`src/shared/vrseq_pkg.sv`:
```
// ==========================================================
// Voltage rail sequencer shared definitions
package vrseq_pkg;

    // ======================================================
    // Sizes
    localparam int MAX_RAILS = 16;
    localparam int VOLT_W = 16;
    localparam int DLY_W = 8;
    localparam int SLOT_W = 4;
    localparam int ADDR_W = 8;
    localparam int DATA_W = 32;

    // ======================================================
    // Register offsets (byte addresses)
    localparam logic [7:0] ADDR_CTRL = 8'h00;
    localparam logic [7:0] ADDR_POLARITY = 8'h04;
    localparam logic [7:0] ADDR_RAMP = 8'h08;
    localparam logic [7:0] ADDR_UPDLY = 8'h0C;
    localparam logic [7:0] ADDR_DNDLY = 8'h10;
    localparam logic [7:0] ADDR_SLOT_LO = 8'h14;
    localparam logic [7:0] ADDR_SLOT_HI = 8'h18;
    localparam logic [7:0] ADDR_STATE = 8'h1C;
    localparam logic [7:0] ADDR_UV = 8'h20;
    localparam logic [7:0] ADDR_OV = 8'h24;
    localparam logic [7:0] ADDR_INT_STAT = 8'h28;
    localparam logic [7:0] ADDR_INT_MASK = 8'h2C;
    localparam logic [1:0] AREA_UV_THR = 2'h1;
    localparam logic [1:0] AREA_OV_THR = 2'h2;

    // ======================================================
    // Fields and reset values
    localparam int CTRL_RUN_BIT = 0;
    localparam int CTRL_SHUT_BIT = 1;
    localparam logic [1:0] CTRL_RESET = 2'h3;
    localparam logic [15:0] POLARITY_RESET = 16'hFFFF;
    localparam logic [7:0] RAMP_RESET = 8'h0A;
    localparam logic [7:0] UPDLY_RESET = 8'h0A;
    localparam logic [7:0] DNDLY_RESET = 8'h0A;
    localparam logic [63:0] SLOT_MAP_RESET = 64'hFEDCBA9876543210;
    localparam logic [15:0] INT_MASK_RESET = 16'h0000;
    localparam int STATE_SLOT_LSB = 8;
    localparam int STATE_ON_LSB = 16;

    // Default window is nominal minus and plus 7.5 percent
    localparam int WIN_LO_PERMILLE = 925;
    localparam int WIN_HI_PERMILLE = 1075;

    // ======================================================
    // Timing: one sequencer tick is one millisecond
    localparam int CLK_HZ = 20_000_000;
    localparam int TICK_UNIT_US = 1000;
    localparam int TICK_CYCLES = (CLK_HZ / 1_000_000) * TICK_UNIT_US;

    // ======================================================
    // Types
    typedef enum logic [5:0] {
        ST_OFF = 6'h01,
        ST_RAMP = 6'h02,
        ST_UPDLY = 6'h04,
        ST_ON = 6'h08,
        ST_DOWN = 6'h10,
        ST_FAULT = 6'h20
    } vrseq_state_type;

    typedef struct packed {
        logic wr;
        logic rd;
        logic [ADDR_W-1:0] addr;
        logic [DATA_W-1:0] wdata;
    } vrseq_bus_req_type;

    typedef struct packed {
        logic good;
        logic under;
        logic over;
    } vrseq_rail_stat_type;

endpackage

```
`src/hdl/vrseq_window.sv`:
```
`timescale 1ns/100ps
// ==========================================================
// Per-rail power-good qualifier with voltage window check
module vrseq_window (
    input wire logic clk_sys, // System clock
    input wire logic rstn, // Asynchronous reset, active low
    input wire logic power_good_in, // Regulator power-good pin
    input wire logic [vrseq_pkg::VOLT_W-1:0] voltage_in, // Measured rail voltage, same clock
    input wire logic [vrseq_pkg::VOLT_W-1:0] uv_thr, // Under-voltage threshold
    input wire logic [vrseq_pkg::VOLT_W-1:0] ov_thr, // Over-voltage threshold
    output vrseq_pkg::vrseq_rail_stat_type stat // Qualified rail status
);
    logic pg_s1_r;
    logic pg_s2_r;
    logic pg_s3_r;
    logic pg_r;
    logic under_r;
    logic over_r;

    // ======================================================
    // Pin synchroniser; a change counts once stages 2 and 3 agree
    always_ff @(posedge clk_sys or negedge rstn) begin
        if (!rstn) begin
            pg_s1_r <= 1'b0;
            pg_s2_r <= 1'b0;
            pg_s3_r <= 1'b0;
            pg_r <= 1'b0;
        end else begin
            pg_s1_r <= power_good_in;
            pg_s2_r <= pg_s1_r;
            pg_s3_r <= pg_s2_r;
            if (pg_s2_r == pg_s3_r) begin
                pg_r <= pg_s3_r;
            end
        end
    end

    // ======================================================
    // Window comparator
    always_ff @(posedge clk_sys or negedge rstn) begin
        if (!rstn) begin
            under_r <= 1'b0;
            over_r <= 1'b0;
        end else begin
            under_r <= voltage_in < uv_thr;
            over_r <= voltage_in > ov_thr;
        end
    end

    // Power-good is the pin qualified by the window
    assign stat.good = pg_r & ~under_r & ~over_r;
    assign stat.under = under_r;
    assign stat.over = over_r;

endmodule

```
`src/hdl/vrseq_top.sv`:
```
// The implementer's own choices: the address-and-strobe port and the address map.
`timescale 1ns/100ps
// ==========================================================
// Behaviour
// - Sequence power-up and power-down order and timing for up to sixteen rails.
// - Each rail has a digital power-good input used as pass or fail.
// - Power-good also needs the rail inside per-rail programmable UV and OV thresholds.
// - Default window is nominal plus or minus 7.5 percent.
// - Rails map to ordered slots; default one rail per slot, up in order.
// - After enabling a slot, wait the ramp time before judging power-good.
// - After a slot passes, wait the up-delay before starting the next slot.
// - Ramp and delays count one millisecond ticks; unit is a parameter.
// - Each enable output has a programmable polarity, active high selectable.
// - If configured, any rail fault during power-up or while on drops every enable at once.
// - Automatic power-up and power-down; rail faults raise an interrupt.
// - Each rail reports in range, under-voltage or over-voltage.
// - After a fault shutdown, held retry input restarts the power-up.
module vrseq_top #(
    parameter int NRAILS = 4,
    parameter int NSLOTS = NRAILS,
    parameter int TICK_CYCLES = vrseq_pkg::TICK_CYCLES,
    parameter logic [vrseq_pkg::MAX_RAILS*vrseq_pkg::VOLT_W-1:0] RAIL_NOM_MV =
        {192'h0, 16'h0708, 16'h09C4, 16'h0CE4, 16'h1388}
) (
    input wire logic clk_sys, // System clock, 20 MHz
    input wire logic rstn, // Asynchronous reset, active low
    input vrseq_pkg::vrseq_bus_req_type bus_req, // Register request
    output logic [vrseq_pkg::DATA_W-1:0] bus_rdata, // Read data, cycle after read
    input wire logic [NRAILS-1:0] power_good_in, // Regulator power-good pins
    input wire logic [NRAILS*vrseq_pkg::VOLT_W-1:0] rail_voltage_in, // Measured voltages in mV
    input wire logic retry_in, // Retry push-button, active high
    output logic [NRAILS-1:0] rail_enable_out, // Regulator enables
    output logic irq_out // Rail-fail interrupt, level
);
    localparam int M = vrseq_pkg::MAX_RAILS;
    localparam logic [15:0] RAIL_VALID = 16'((32'h1 << NRAILS) - 32'h1);
    localparam logic [3:0] LAST_SLOT = 4'(NSLOTS - 1);
    localparam int TICK_W = $clog2(TICK_CYCLES + 1);

    // ======================================================
    // Helpers
    function automatic logic [15:0] slot_mask(input logic [63:0] map, input logic [3:0] s);
        logic [15:0] m;
        m = 16'h0000;
        for (int i = 0; i < M; i++) begin
            m[i] = map[i*4 +: 4] == s;
        end
        return m & RAIL_VALID;
    endfunction

    function automatic logic [15:0] thr_default(input logic [15:0] nom, input int permille);
        return 16'((32'(nom) * permille) / 1000);
    endfunction

    // ======================================================
    // Storage
    logic [1:0] ctrl_r;
    logic [15:0] polarity_r;
    logic [7:0] ramp_r;
    logic [7:0] updly_r;
    logic [7:0] dndly_r;
    logic [63:0] slot_map_r;
    logic [15:0] uv_thr_r [M];
    logic [15:0] ov_thr_r [M];
    logic [15:0] int_stat_r;
    logic [15:0] int_mask_r;
    logic [15:0] int_stat_nxt;
    vrseq_pkg::vrseq_state_type state_r;
    logic [3:0] cur_r;
    logic [15:0] on_r;
    logic [15:0] armed_r;
    logic [15:0] fail_prev_r;
    logic [7:0] cnt_r;
    logic [TICK_W-1:0] tick_cnt_r;
    logic tick_r;
    logic retry_s1_r;
    logic retry_s2_r;
    logic retry_s3_r;
    logic retry_r;
    logic [15:0] good_vec;
    logic [15:0] under_vec;
    logic [15:0] over_vec;
    logic [15:0] fail_now;
    logic [15:0] ramp_fail;
    logic [15:0] cur_mask;
    logic ramp_done;
    logic run;
    logic shut_en;
    logic wr_hit;

    assign run = ctrl_r[vrseq_pkg::CTRL_RUN_BIT];
    assign shut_en = ctrl_r[vrseq_pkg::CTRL_SHUT_BIT];
    assign wr_hit = bus_req.wr;

    // ======================================================
    // Rail monitors
    for (genvar g = 0; g < M; g++) begin : g_rail
        if (g < NRAILS) begin : g_used
            vrseq_pkg::vrseq_rail_stat_type st;
            vrseq_window u_win (
                .clk_sys(clk_sys),
                .rstn(rstn),
                .power_good_in(power_good_in[g]),
                .voltage_in(rail_voltage_in[g*vrseq_pkg::VOLT_W +: vrseq_pkg::VOLT_W]),
                .uv_thr(uv_thr_r[g]),
                .ov_thr(ov_thr_r[g]),
                .stat(st)
            );
            assign good_vec[g] = st.good;
            assign under_vec[g] = st.under;
            assign over_vec[g] = st.over;
        end else begin : g_none
            assign good_vec[g] = 1'b0;
            assign under_vec[g] = 1'b0;
            assign over_vec[g] = 1'b0;
        end
    end

    // ======================================================
    // Millisecond tick and retry input
    always_ff @(posedge clk_sys or negedge rstn) begin
        if (!rstn) begin
            tick_cnt_r <= '0;
            tick_r <= 1'b0;
        end else if (tick_cnt_r == TICK_W'(TICK_CYCLES - 1)) begin
            tick_cnt_r <= '0;
            tick_r <= 1'b1;
        end else begin
            tick_cnt_r <= tick_cnt_r + 1'b1;
            tick_r <= 1'b0;
        end
    end

    always_ff @(posedge clk_sys or negedge rstn) begin
        if (!rstn) begin
            retry_s1_r <= 1'b0;
            retry_s2_r <= 1'b0;
            retry_s3_r <= 1'b0;
            retry_r <= 1'b0;
        end else begin
            retry_s1_r <= retry_in;
            retry_s2_r <= retry_s1_r;
            retry_s3_r <= retry_s2_r;
            if (retry_s2_r == retry_s3_r) begin
                retry_r <= retry_s3_r;
            end
        end
    end

    // ======================================================
    // Sequencer
    assign cur_mask = slot_mask(slot_map_r, cur_r);
    assign ramp_done = cnt_r == ramp_r;
    assign ramp_fail = (state_r == vrseq_pkg::ST_RAMP && ramp_done) ? (cur_mask & ~good_vec) : 16'h0000;
    assign fail_now = armed_r & ~good_vec;

    always_ff @(posedge clk_sys or negedge rstn) begin
        if (!rstn) begin
            state_r <= vrseq_pkg::ST_OFF;
            cur_r <= 4'h0;
            on_r <= 16'h0000;
            armed_r <= 16'h0000;
            cnt_r <= 8'h00;
        end else begin
            unique case (state_r)
                vrseq_pkg::ST_OFF: begin
                    if (run) begin
                        state_r <= vrseq_pkg::ST_RAMP;
                        cur_r <= 4'h0;
                        on_r <= slot_mask(slot_map_r, 4'h0);
                        cnt_r <= 8'h00;
                    end
                end
                vrseq_pkg::ST_RAMP, vrseq_pkg::ST_UPDLY, vrseq_pkg::ST_ON: begin
                    if (shut_en && ((|fail_now) || (|ramp_fail))) begin
                        state_r <= vrseq_pkg::ST_FAULT;
                        on_r <= 16'h0000;
                        armed_r <= 16'h0000;
                    end else if (!run) begin
                        state_r <= vrseq_pkg::ST_DOWN;
                        on_r <= on_r & ~cur_mask;
                        armed_r <= armed_r & ~cur_mask;
                        cnt_r <= 8'h00;
                    end else if (state_r == vrseq_pkg::ST_RAMP) begin
                        if (ramp_done) begin
                            state_r <= vrseq_pkg::ST_UPDLY;
                            armed_r <= armed_r | cur_mask;
                            cnt_r <= 8'h00;
                        end else if (tick_r) begin
                            cnt_r <= cnt_r + 8'h01;
                        end
                    end else if (state_r == vrseq_pkg::ST_UPDLY) begin
                        if (cnt_r == updly_r) begin
                            cnt_r <= 8'h00;
                            if (cur_r == LAST_SLOT) begin
                                state_r <= vrseq_pkg::ST_ON;
                            end else begin
                                state_r <= vrseq_pkg::ST_RAMP;
                                cur_r <= cur_r + 4'h1;
                                on_r <= on_r | slot_mask(slot_map_r, cur_r + 4'h1);
                            end
                        end else if (tick_r) begin
                            cnt_r <= cnt_r + 8'h01;
                        end
                    end
                end
                vrseq_pkg::ST_DOWN: begin
                    if (cnt_r == dndly_r) begin
                        cnt_r <= 8'h00;
                        if (cur_r == 4'h0) begin
                            state_r <= vrseq_pkg::ST_OFF;
                        end else begin
                            cur_r <= cur_r - 4'h1;
                            on_r <= on_r & ~slot_mask(slot_map_r, cur_r - 4'h1);
                            armed_r <= armed_r & ~slot_mask(slot_map_r, cur_r - 4'h1);
                        end
                    end else if (tick_r) begin
                        cnt_r <= cnt_r + 8'h01;
                    end
                end
                vrseq_pkg::ST_FAULT: begin
                    // Retry must still be high on a tick, so a glitch does not restart
                    if (!run) begin
                        state_r <= vrseq_pkg::ST_OFF;
                    end else if (retry_r && tick_r) begin
                        state_r <= vrseq_pkg::ST_RAMP;
                        cur_r <= 4'h0;
                        on_r <= slot_mask(slot_map_r, 4'h0);
                        cnt_r <= 8'h00;
                    end
                end
                default: begin
                    state_r <= vrseq_pkg::ST_OFF;
                    on_r <= 16'h0000;
                    armed_r <= 16'h0000;
                end
            endcase
        end
    end

    // Enable pins follow the rail state through the programmed polarity
    always_ff @(posedge clk_sys or negedge rstn) begin
        if (!rstn) begin
            rail_enable_out <= ~vrseq_pkg::POLARITY_RESET[NRAILS-1:0];
        end else begin
            rail_enable_out <= ~(on_r[NRAILS-1:0] ^ polarity_r[NRAILS-1:0]);
        end
    end

    // ======================================================
    // Rail-fail events and interrupt
    always_comb begin
        int_stat_nxt = int_stat_r;
        if (wr_hit && bus_req.addr == vrseq_pkg::ADDR_INT_STAT) begin
            int_stat_nxt = int_stat_nxt & ~bus_req.wdata[15:0];
        end
        // Set after clear so an event in the clearing cycle is kept
        int_stat_nxt = int_stat_nxt | ((fail_now & ~fail_prev_r) | ramp_fail);
    end

    always_ff @(posedge clk_sys or negedge rstn) begin
        if (!rstn) begin
            int_stat_r <= 16'h0000;
            fail_prev_r <= 16'h0000;
            irq_out <= 1'b0;
        end else begin
            int_stat_r <= int_stat_nxt;
            fail_prev_r <= fail_now;
            irq_out <= |(int_stat_r & int_mask_r);
        end
    end

    // ======================================================
    // Register writes
    always_ff @(posedge clk_sys or negedge rstn) begin
        if (!rstn) begin
            ctrl_r <= vrseq_pkg::CTRL_RESET;
            polarity_r <= vrseq_pkg::POLARITY_RESET;
            ramp_r <= vrseq_pkg::RAMP_RESET;
            updly_r <= vrseq_pkg::UPDLY_RESET;
            dndly_r <= vrseq_pkg::DNDLY_RESET;
            slot_map_r <= vrseq_pkg::SLOT_MAP_RESET;
            int_mask_r <= vrseq_pkg::INT_MASK_RESET;
            for (int i = 0; i < M; i++) begin
                uv_thr_r[i] <= thr_default(RAIL_NOM_MV[i*16 +: 16], vrseq_pkg::WIN_LO_PERMILLE);
                ov_thr_r[i] <= thr_default(RAIL_NOM_MV[i*16 +: 16], vrseq_pkg::WIN_HI_PERMILLE);
            end
        end else if (wr_hit) begin
            unique case (bus_req.addr)
                vrseq_pkg::ADDR_CTRL: ctrl_r <= bus_req.wdata[1:0];
                vrseq_pkg::ADDR_POLARITY: polarity_r <= bus_req.wdata[15:0];
                vrseq_pkg::ADDR_RAMP: ramp_r <= bus_req.wdata[7:0];
                vrseq_pkg::ADDR_UPDLY: updly_r <= bus_req.wdata[7:0];
                vrseq_pkg::ADDR_DNDLY: dndly_r <= bus_req.wdata[7:0];
                vrseq_pkg::ADDR_SLOT_LO: slot_map_r[31:0] <= bus_req.wdata;
                vrseq_pkg::ADDR_SLOT_HI: slot_map_r[63:32] <= bus_req.wdata;
                vrseq_pkg::ADDR_INT_MASK: int_mask_r <= bus_req.wdata[15:0];
                default: begin
                    if (bus_req.addr[7:6] == vrseq_pkg::AREA_UV_THR) begin
                        uv_thr_r[bus_req.addr[5:2]] <= bus_req.wdata[15:0];
                    end
                    if (bus_req.addr[7:6] == vrseq_pkg::AREA_OV_THR) begin
                        ov_thr_r[bus_req.addr[5:2]] <= bus_req.wdata[15:0];
                    end
                end
            endcase
        end
    end

    // ======================================================
    // Register reads, data in the cycle after the strobe
    always_ff @(posedge clk_sys or negedge rstn) begin
        if (!rstn) begin
            bus_rdata <= 32'h00000000;
        end else if (bus_req.rd) begin
            unique case (bus_req.addr)
                vrseq_pkg::ADDR_CTRL: bus_rdata <= {30'h0, ctrl_r};
                vrseq_pkg::ADDR_POLARITY: bus_rdata <= {16'h0, polarity_r};
                vrseq_pkg::ADDR_RAMP: bus_rdata <= {24'h0, ramp_r};
                vrseq_pkg::ADDR_UPDLY: bus_rdata <= {24'h0, updly_r};
                vrseq_pkg::ADDR_DNDLY: bus_rdata <= {24'h0, dndly_r};
                vrseq_pkg::ADDR_SLOT_LO: bus_rdata <= slot_map_r[31:0];
                vrseq_pkg::ADDR_SLOT_HI: bus_rdata <= slot_map_r[63:32];
                vrseq_pkg::ADDR_STATE: bus_rdata <= {on_r, 4'h0, cur_r, 2'h0, state_r};
                vrseq_pkg::ADDR_UV: bus_rdata <= {16'h0, under_vec};
                vrseq_pkg::ADDR_OV: bus_rdata <= {16'h0, over_vec};
                vrseq_pkg::ADDR_INT_STAT: bus_rdata <= {16'h0, int_stat_r};
                vrseq_pkg::ADDR_INT_MASK: bus_rdata <= {16'h0, int_mask_r};
                default: begin
                    if (bus_req.addr[7:6] == vrseq_pkg::AREA_UV_THR) begin
                        bus_rdata <= {16'h0, uv_thr_r[bus_req.addr[5:2]]};
                    end else if (bus_req.addr[7:6] == vrseq_pkg::AREA_OV_THR) begin
                        bus_rdata <= {16'h0, ov_thr_r[bus_req.addr[5:2]]};
                    end else begin
                        bus_rdata <= 32'h00000000;
                    end
                end
            endcase
        end else begin
            bus_rdata <= 32'h00000000;
        end
    end

endmodule

```
`config.mk`:
```
export PLATFORM = sky130hd
export DESIGN_NAME = vrseq_top
export DESIGN_NICKNAME = d
export VERILOG_FILES = /design/src/shared/vrseq_pkg.sv /design/src/hdl/vrseq_window.sv /design/src/hdl/vrseq_top.sv
export SDC_FILE = /design/constraint.sdc
export NUM_CORES = 1
export LEC_CHECK = 0
export ABC_AREA = 0
export BUFFER_PORTS_ARGS = -buffer_cell sky130_fd_sc_hd__buf_4
export CORE_MARGIN = 10
export CORE_UTILIZATION = 55
export CTS_BUF_LIST = sky130_fd_sc_hd__clkbuf_8 sky130_fd_sc_hd__clkbuf_16
export CTS_CLUSTER_DIAMETER = 80
export DETAILED_ROUTE_END_ITERATION = 7
export PLACE_DENSITY = 0.7
export SLEW_MARGIN = 20
export SYNTH_ARGS = -nofsm -noshare
export SYNTH_HDL_FRONTEND = slang
export SYNTH_SLANG_ARGS = --single-unit
```
`constraint.sdc`:
```
create_clock -name clk_sys -period 8 [get_ports clk_sys]
set_input_delay 0.8 -clock clk_sys [delete_from_list [all_inputs] [get_ports clk_sys]]
set_output_delay 0.8 -clock clk_sys [all_outputs]
set_load 0.005 [all_outputs]
```
# Word-level counts from Yosys, hierarchy flattened
# Cells that the tools add are included.
# totals
register_bits	797
out_inout_bits	37
wordCells	305
# op_classes
n_addsub	4
order_cmp	10
n_eq_ne	64
mux	74
n_bitwise	39
n_reduce_logical	34
# op_table
cell	count
256-bit bitwise mux	2
16-bit two-way mux	26
32-bit one-hot mux with 12 select lines	1
16-bit AND	8
16-bit binary-select mux with 4-bit select	2
8-bit two-way mux	11
6-bit two-way mux	11
16-bit demux with 4-bit select	1
16-bit > comparator	4
16-bit < comparator	4
16-bit one-hot mux with 4 select lines	1
4-bit equality test	12
4-bit two-way mux	12
4-bit inverter with 16-bit output	3
16-bit one-hot mux with 3 select lines	1
16-bit OR reduction	3
8-bit by 5-bit equality test with 1-bit output, second input constant	4
8-bit by 6-bit equality test with 1-bit output, second input constant	4
32-bit two-way mux	1
16-bit inverter	2
16-bit OR	2
16-bit by 4-bit OR with 16-bit output	2
8-bit one-hot mux with 4 select lines	1
4-bit != test, second input constant	7
48 further kinds	100

# Logic depth before layout (Yosys ltp)
# depth
ltp_word	11
depth_mapped	11
depth_no_buf	9

# Modules after synthesis
# Synthesis repeated with hierarchy kept, for this count alone.
# hier_totals
hier_cells	2810
hier_area_um2	38207.9
# modules_own_cells
mod	instances	cells_each	area_per_inst_um2
vrseq_top	1	2334	34319.2
vrseq_window	4	119	972.2

# Worst setup path before layout
# Ideal clock, no wire load.
# synth_timing
path_kind	input-to-reg
startpoint	in bus_req[34] (netlist name)
endpoint	reg bus_rdata[3] (netlist name)
setup_ps	148
arrival_time_ps	3011
setup_slack_ps	4840
cell_stages	7
path_cell_list	clkbuf_1 -> buf_2 -> buf_1 -> mux4_2 -> mux4_2 -> a221oi_1 -> a311oi_1
# synth_via
elab_chain_cells	8
word_cells_on_any_way	23
cone_classes	eq/ne (11); mux (10); bitwise (1); reduce/logical (1)
# synth_rtl
item	line_no	text
start: declaration	vrseq_top.sv:27	input vrseq_pkg::vrseq_bus_req_type bus_req,
4-bit inverter with 5-bit output (not written as such)	vrseq_top.sv:331, vrseq_top.sv:333	
16-bit binary-select mux with 4-bit select	vrseq_top.sv:333	bus_rdata <= {16'h0, ov_thr_r[bus_req.addr[5:2]]};
16-bit two-way mux (not written as such) (2 in a row)	vrseq_top.sv:333	
16-bit two-way mux	vrseq_top.sv:332	end else if (bus_req.addr[7:6] == vrseq_pkg::AREA_OV_THR) begin
16-bit two-way mux	vrseq_top.sv:330	if (bus_req.addr[7:6] == vrseq_pkg::AREA_UV_THR) begin
32-bit one-hot mux with 12 select lines (*)	vrseq_top.sv:316	unique case (bus_req.addr)
32-bit two-way mux (*)	vrseq_top.sv:315	end else if (bus_req.rd) begin
end signal: assignment	vrseq_top.sv:317	vrseq_pkg::ADDR_CTRL: bus_rdata <= {30'h0, ctrl_r};
end signal: assignment	vrseq_top.sv:331	bus_rdata <= {16'h0, uv_thr_r[bus_req.addr[5:2]]};
end signal: assignment	vrseq_top.sv:333	
end: declaration	vrseq_top.sv:28	output logic [vrseq_pkg::DATA_W-1:0] bus_rdata,
# Every way passes the cells marked *; elsewhere a longest branch is shown, timed or not. The select of a mux whose other input is x is not followed.
# A chain may end at the register's enable or synchronous reset.

# Worst setup path in the final report
# layout_timing
startpoint	in bus_req[35] (netlist name)
endpoint	reg bus_rdata[7] (netlist name)
# Same word-level chain as after synthesis.

==> flow_summary.yaml <==
outcome:
  outcome: "finished, final reports clean"
layout:
  multi_input_area_sq_um: 17200
  post-route-util_pct: 62.7
  drive_gt1_share_pct: 41.5
  seqCellArea_sq_um: 19200
  fin_nets: 3130
  nFillCells: 5073
  stdcell_area_sq_um: 42400
  area_delta_synth_final_pct: 12.5
  fin_cells: 3831
flow_run:
  cap_violations: 0
grt:
  grt_pass1_wl_microns: 170000
  track_usage_pct: 28.8
  antenna_found_initial: 6
  grt_max_degree: 149
  grt_overflow: 0
  first_global_vias: 26000
timing:
  holdWs_ns: 0.255
  skew_ns: 0.0208
  clock.fmax_mhz: 266
  tightestPinTransition_ns: 1.14
  drv_slew: 0
  rsz0062_at_grt: "false"
  tns_ns: 0
  hold_viol_final: 0
  timing.final.ws_setup_ns: 4.24
  post-route-period-util_pct: 47.0
  setup_viol: 0
  slew_headroom_pct: 23.5
  period_minus_slack_ns: 3.76
hold_path:
  hold_path_class: "input port to asynchronous set/reset pin"
yosys:
  synth_most_common_cell: "dfrtp_1"
  synth_top_area_share_pct: 43.1
  netlist_top_cells_count: "dfrtp_1, mux2_2, mux4_2"
  ys_seq_elements: 761
  syn-num-nets: 3046
  netlist_instances: 2804
  synth-seq-area-share_pct: 51.0
  yosysWarningCount: 0
  synth_top_cells_by_area: "dfrtp_1, mux2_2, mux4_2, dfstp_2, ha_1"
  yosys.area.top_type: "dfrtp_1"
  netlist_area_sq_um: 37600
  synth_edf_count: 0
  synth.distinct_cells: 73
  avgSynthCellArea_sq_um: 13.4
  synthFlopType: "dfrtp_1"
  async_flop_share_pct: 100
die:
  initial_core_util_pct: 55.8
  core_area_sq_um: 67500
  io_pins: 150
  num_rows: 95
  die-area_sq_um: 79300
  fp.dieW_microns: 282
  die_y_microns: 282
drt:
  antenna_left: 0
  drtIter0Drc: 2726
  drt-total-wl_microns: 114000
  vias: 25200
  via_per_inst: 6.59
  wl_per_cell_microns: 29.7
  drtPass1Iterations: 6
  drc: 0
setup_path:
  cp-start-kind: "input port"
  cp.required_ns: 8.46
  arrival_ns: 4.22
  cp_max_fo: 59
  end_kind: "register"
  path_class: "input port to register"
power:
  p_leak_nw: 19.5
  p_per_area_nw_per_um2: 250
  total_power_mw: 10.6
  peakVddDrop_mv: 0.168
placement:
  io_buffer_count: 149
  preCtsSetupSlack_ns: 3.61
  place_congestion: 0.976
  dpl.hpwl_microns: 79400
  postPlaceCellArea_sq_um: 39500
  placedCellCount: 3676
cts:
  cts_root_buf: "clkbuf_16"
  clock_sinks: 761
  cts_resized: 0
  htreeDepth: 3
  cts_tree: "done"
  clock_latency_ns: 0.64
  ctsHoldBuffers: 0
  clkTransAtPathRegs_ns: 0.06
  clk_path_buf_depth: 3
  cts_buffers: 83
  postCtsSetupBuffers: 0
path summary, 6_finish.rpt:
check | startpoint | slack, ns | cells past startpoint | endpoint
min in group clk_sys | power_good_in[3] | 0.27 | 1 | g_rail[3].g_used.u_win.pg_s1_r
max | bus_req[35] | 4.24 | 7 | bus_rdata[7]
min | rstn | 0.26 | 1 | retry_s1_r
min reg2reg | g_rail[1].g_used.u_win.pg_s1_r | 0.36 | 0 | g_rail[1].g_used.u_win.pg_s2_r
max in group asynchronous | rstn | 5.85 | 3 | slot_map_r[35]
max reg2reg | state_r[2] | 4.87 | 7 | cnt_r[1]
layout make-up:
type	count	share of cell area (%)
diodes	3	0.0177
clock buffers	105	5.67
clock inverters	47	0.990
inverters	135	1.20
multi-input cells	1709	40.6
flip-flops and latches	761	45.3
well taps	873	2.58
repair buffers	198	3.64
routing by layer:
| metal | vias up | track usage, % | share of wire [%] |
|---|---|---|---|
| met5 | - | 0 | 0.020 |
| li1 | 10500 | - | - |
| met2 | 1134 | 45.5 | 47 |
| met4 | 4 | 14.1 | 5.3 |
| met1 | 13300 | 37.7 | 40 |
| met3 | 279 | 5.82 | 7.7 |
registers in the layout (all words and copies together), names as in the netlist, 15 cells and up:
name / count
int_mask_r: 16
int_stat_r: 16
polarity_r: 16
tick_cnt_r: 15
bus_rdata: 32
slot_map_r: 64
uv_thr_r: 256
ov_thr_r: 256
where the power goes:
group	internal (mW)	total [mW]	leakage [nW]	switching, mW
registers	4.34	4.74	9.73	0.403
logic	0.932	1.92	8.36	0.985
clock network	2.34	3.93	1.44	1.59
layout by cell type, fill, tap and decap left out, drive strengths merged, types with 47 or more instances in the layout:
cell type,n
dfrtp,649
mux2,605
buf,197
mux4,160
inv,153
ha,129
dfstp,112
clkbuf,106
nand2,101
nor2,88
o21ai,87
a22oi,53
xor2,49
a21oi,48
a21o,47
critical path: stages:
cell and delay (ns):
buf_6 0.37, buf_4 0.65, buf_4 0.84, mux4_2 0.61, mux4_2 0.48, a22oi_1 0.26, a31oi_1 0.12
kinds of logic (layout without fill, tap and decap cells):
| family | Yosys count | after routing | share of synthesized area (%) |
|---|---|---|---|
| flops | 761 | 761 | 51.0 |
| xor+xnor | 80 | 80 | 1.86 |
| buf+inv | 334 | 485 | 3.45 |
| fa+ha+maj | 134 | 134 | 4.42 |
| mux | 768 | 768 | 27.7 |
| compound gates | 374 | 374 | 6.93 |
| simple gates | 353 | 353 | 4.63 |
| other cells | 0 | 3 | 0 |
(Power assumes the default switching activity.)
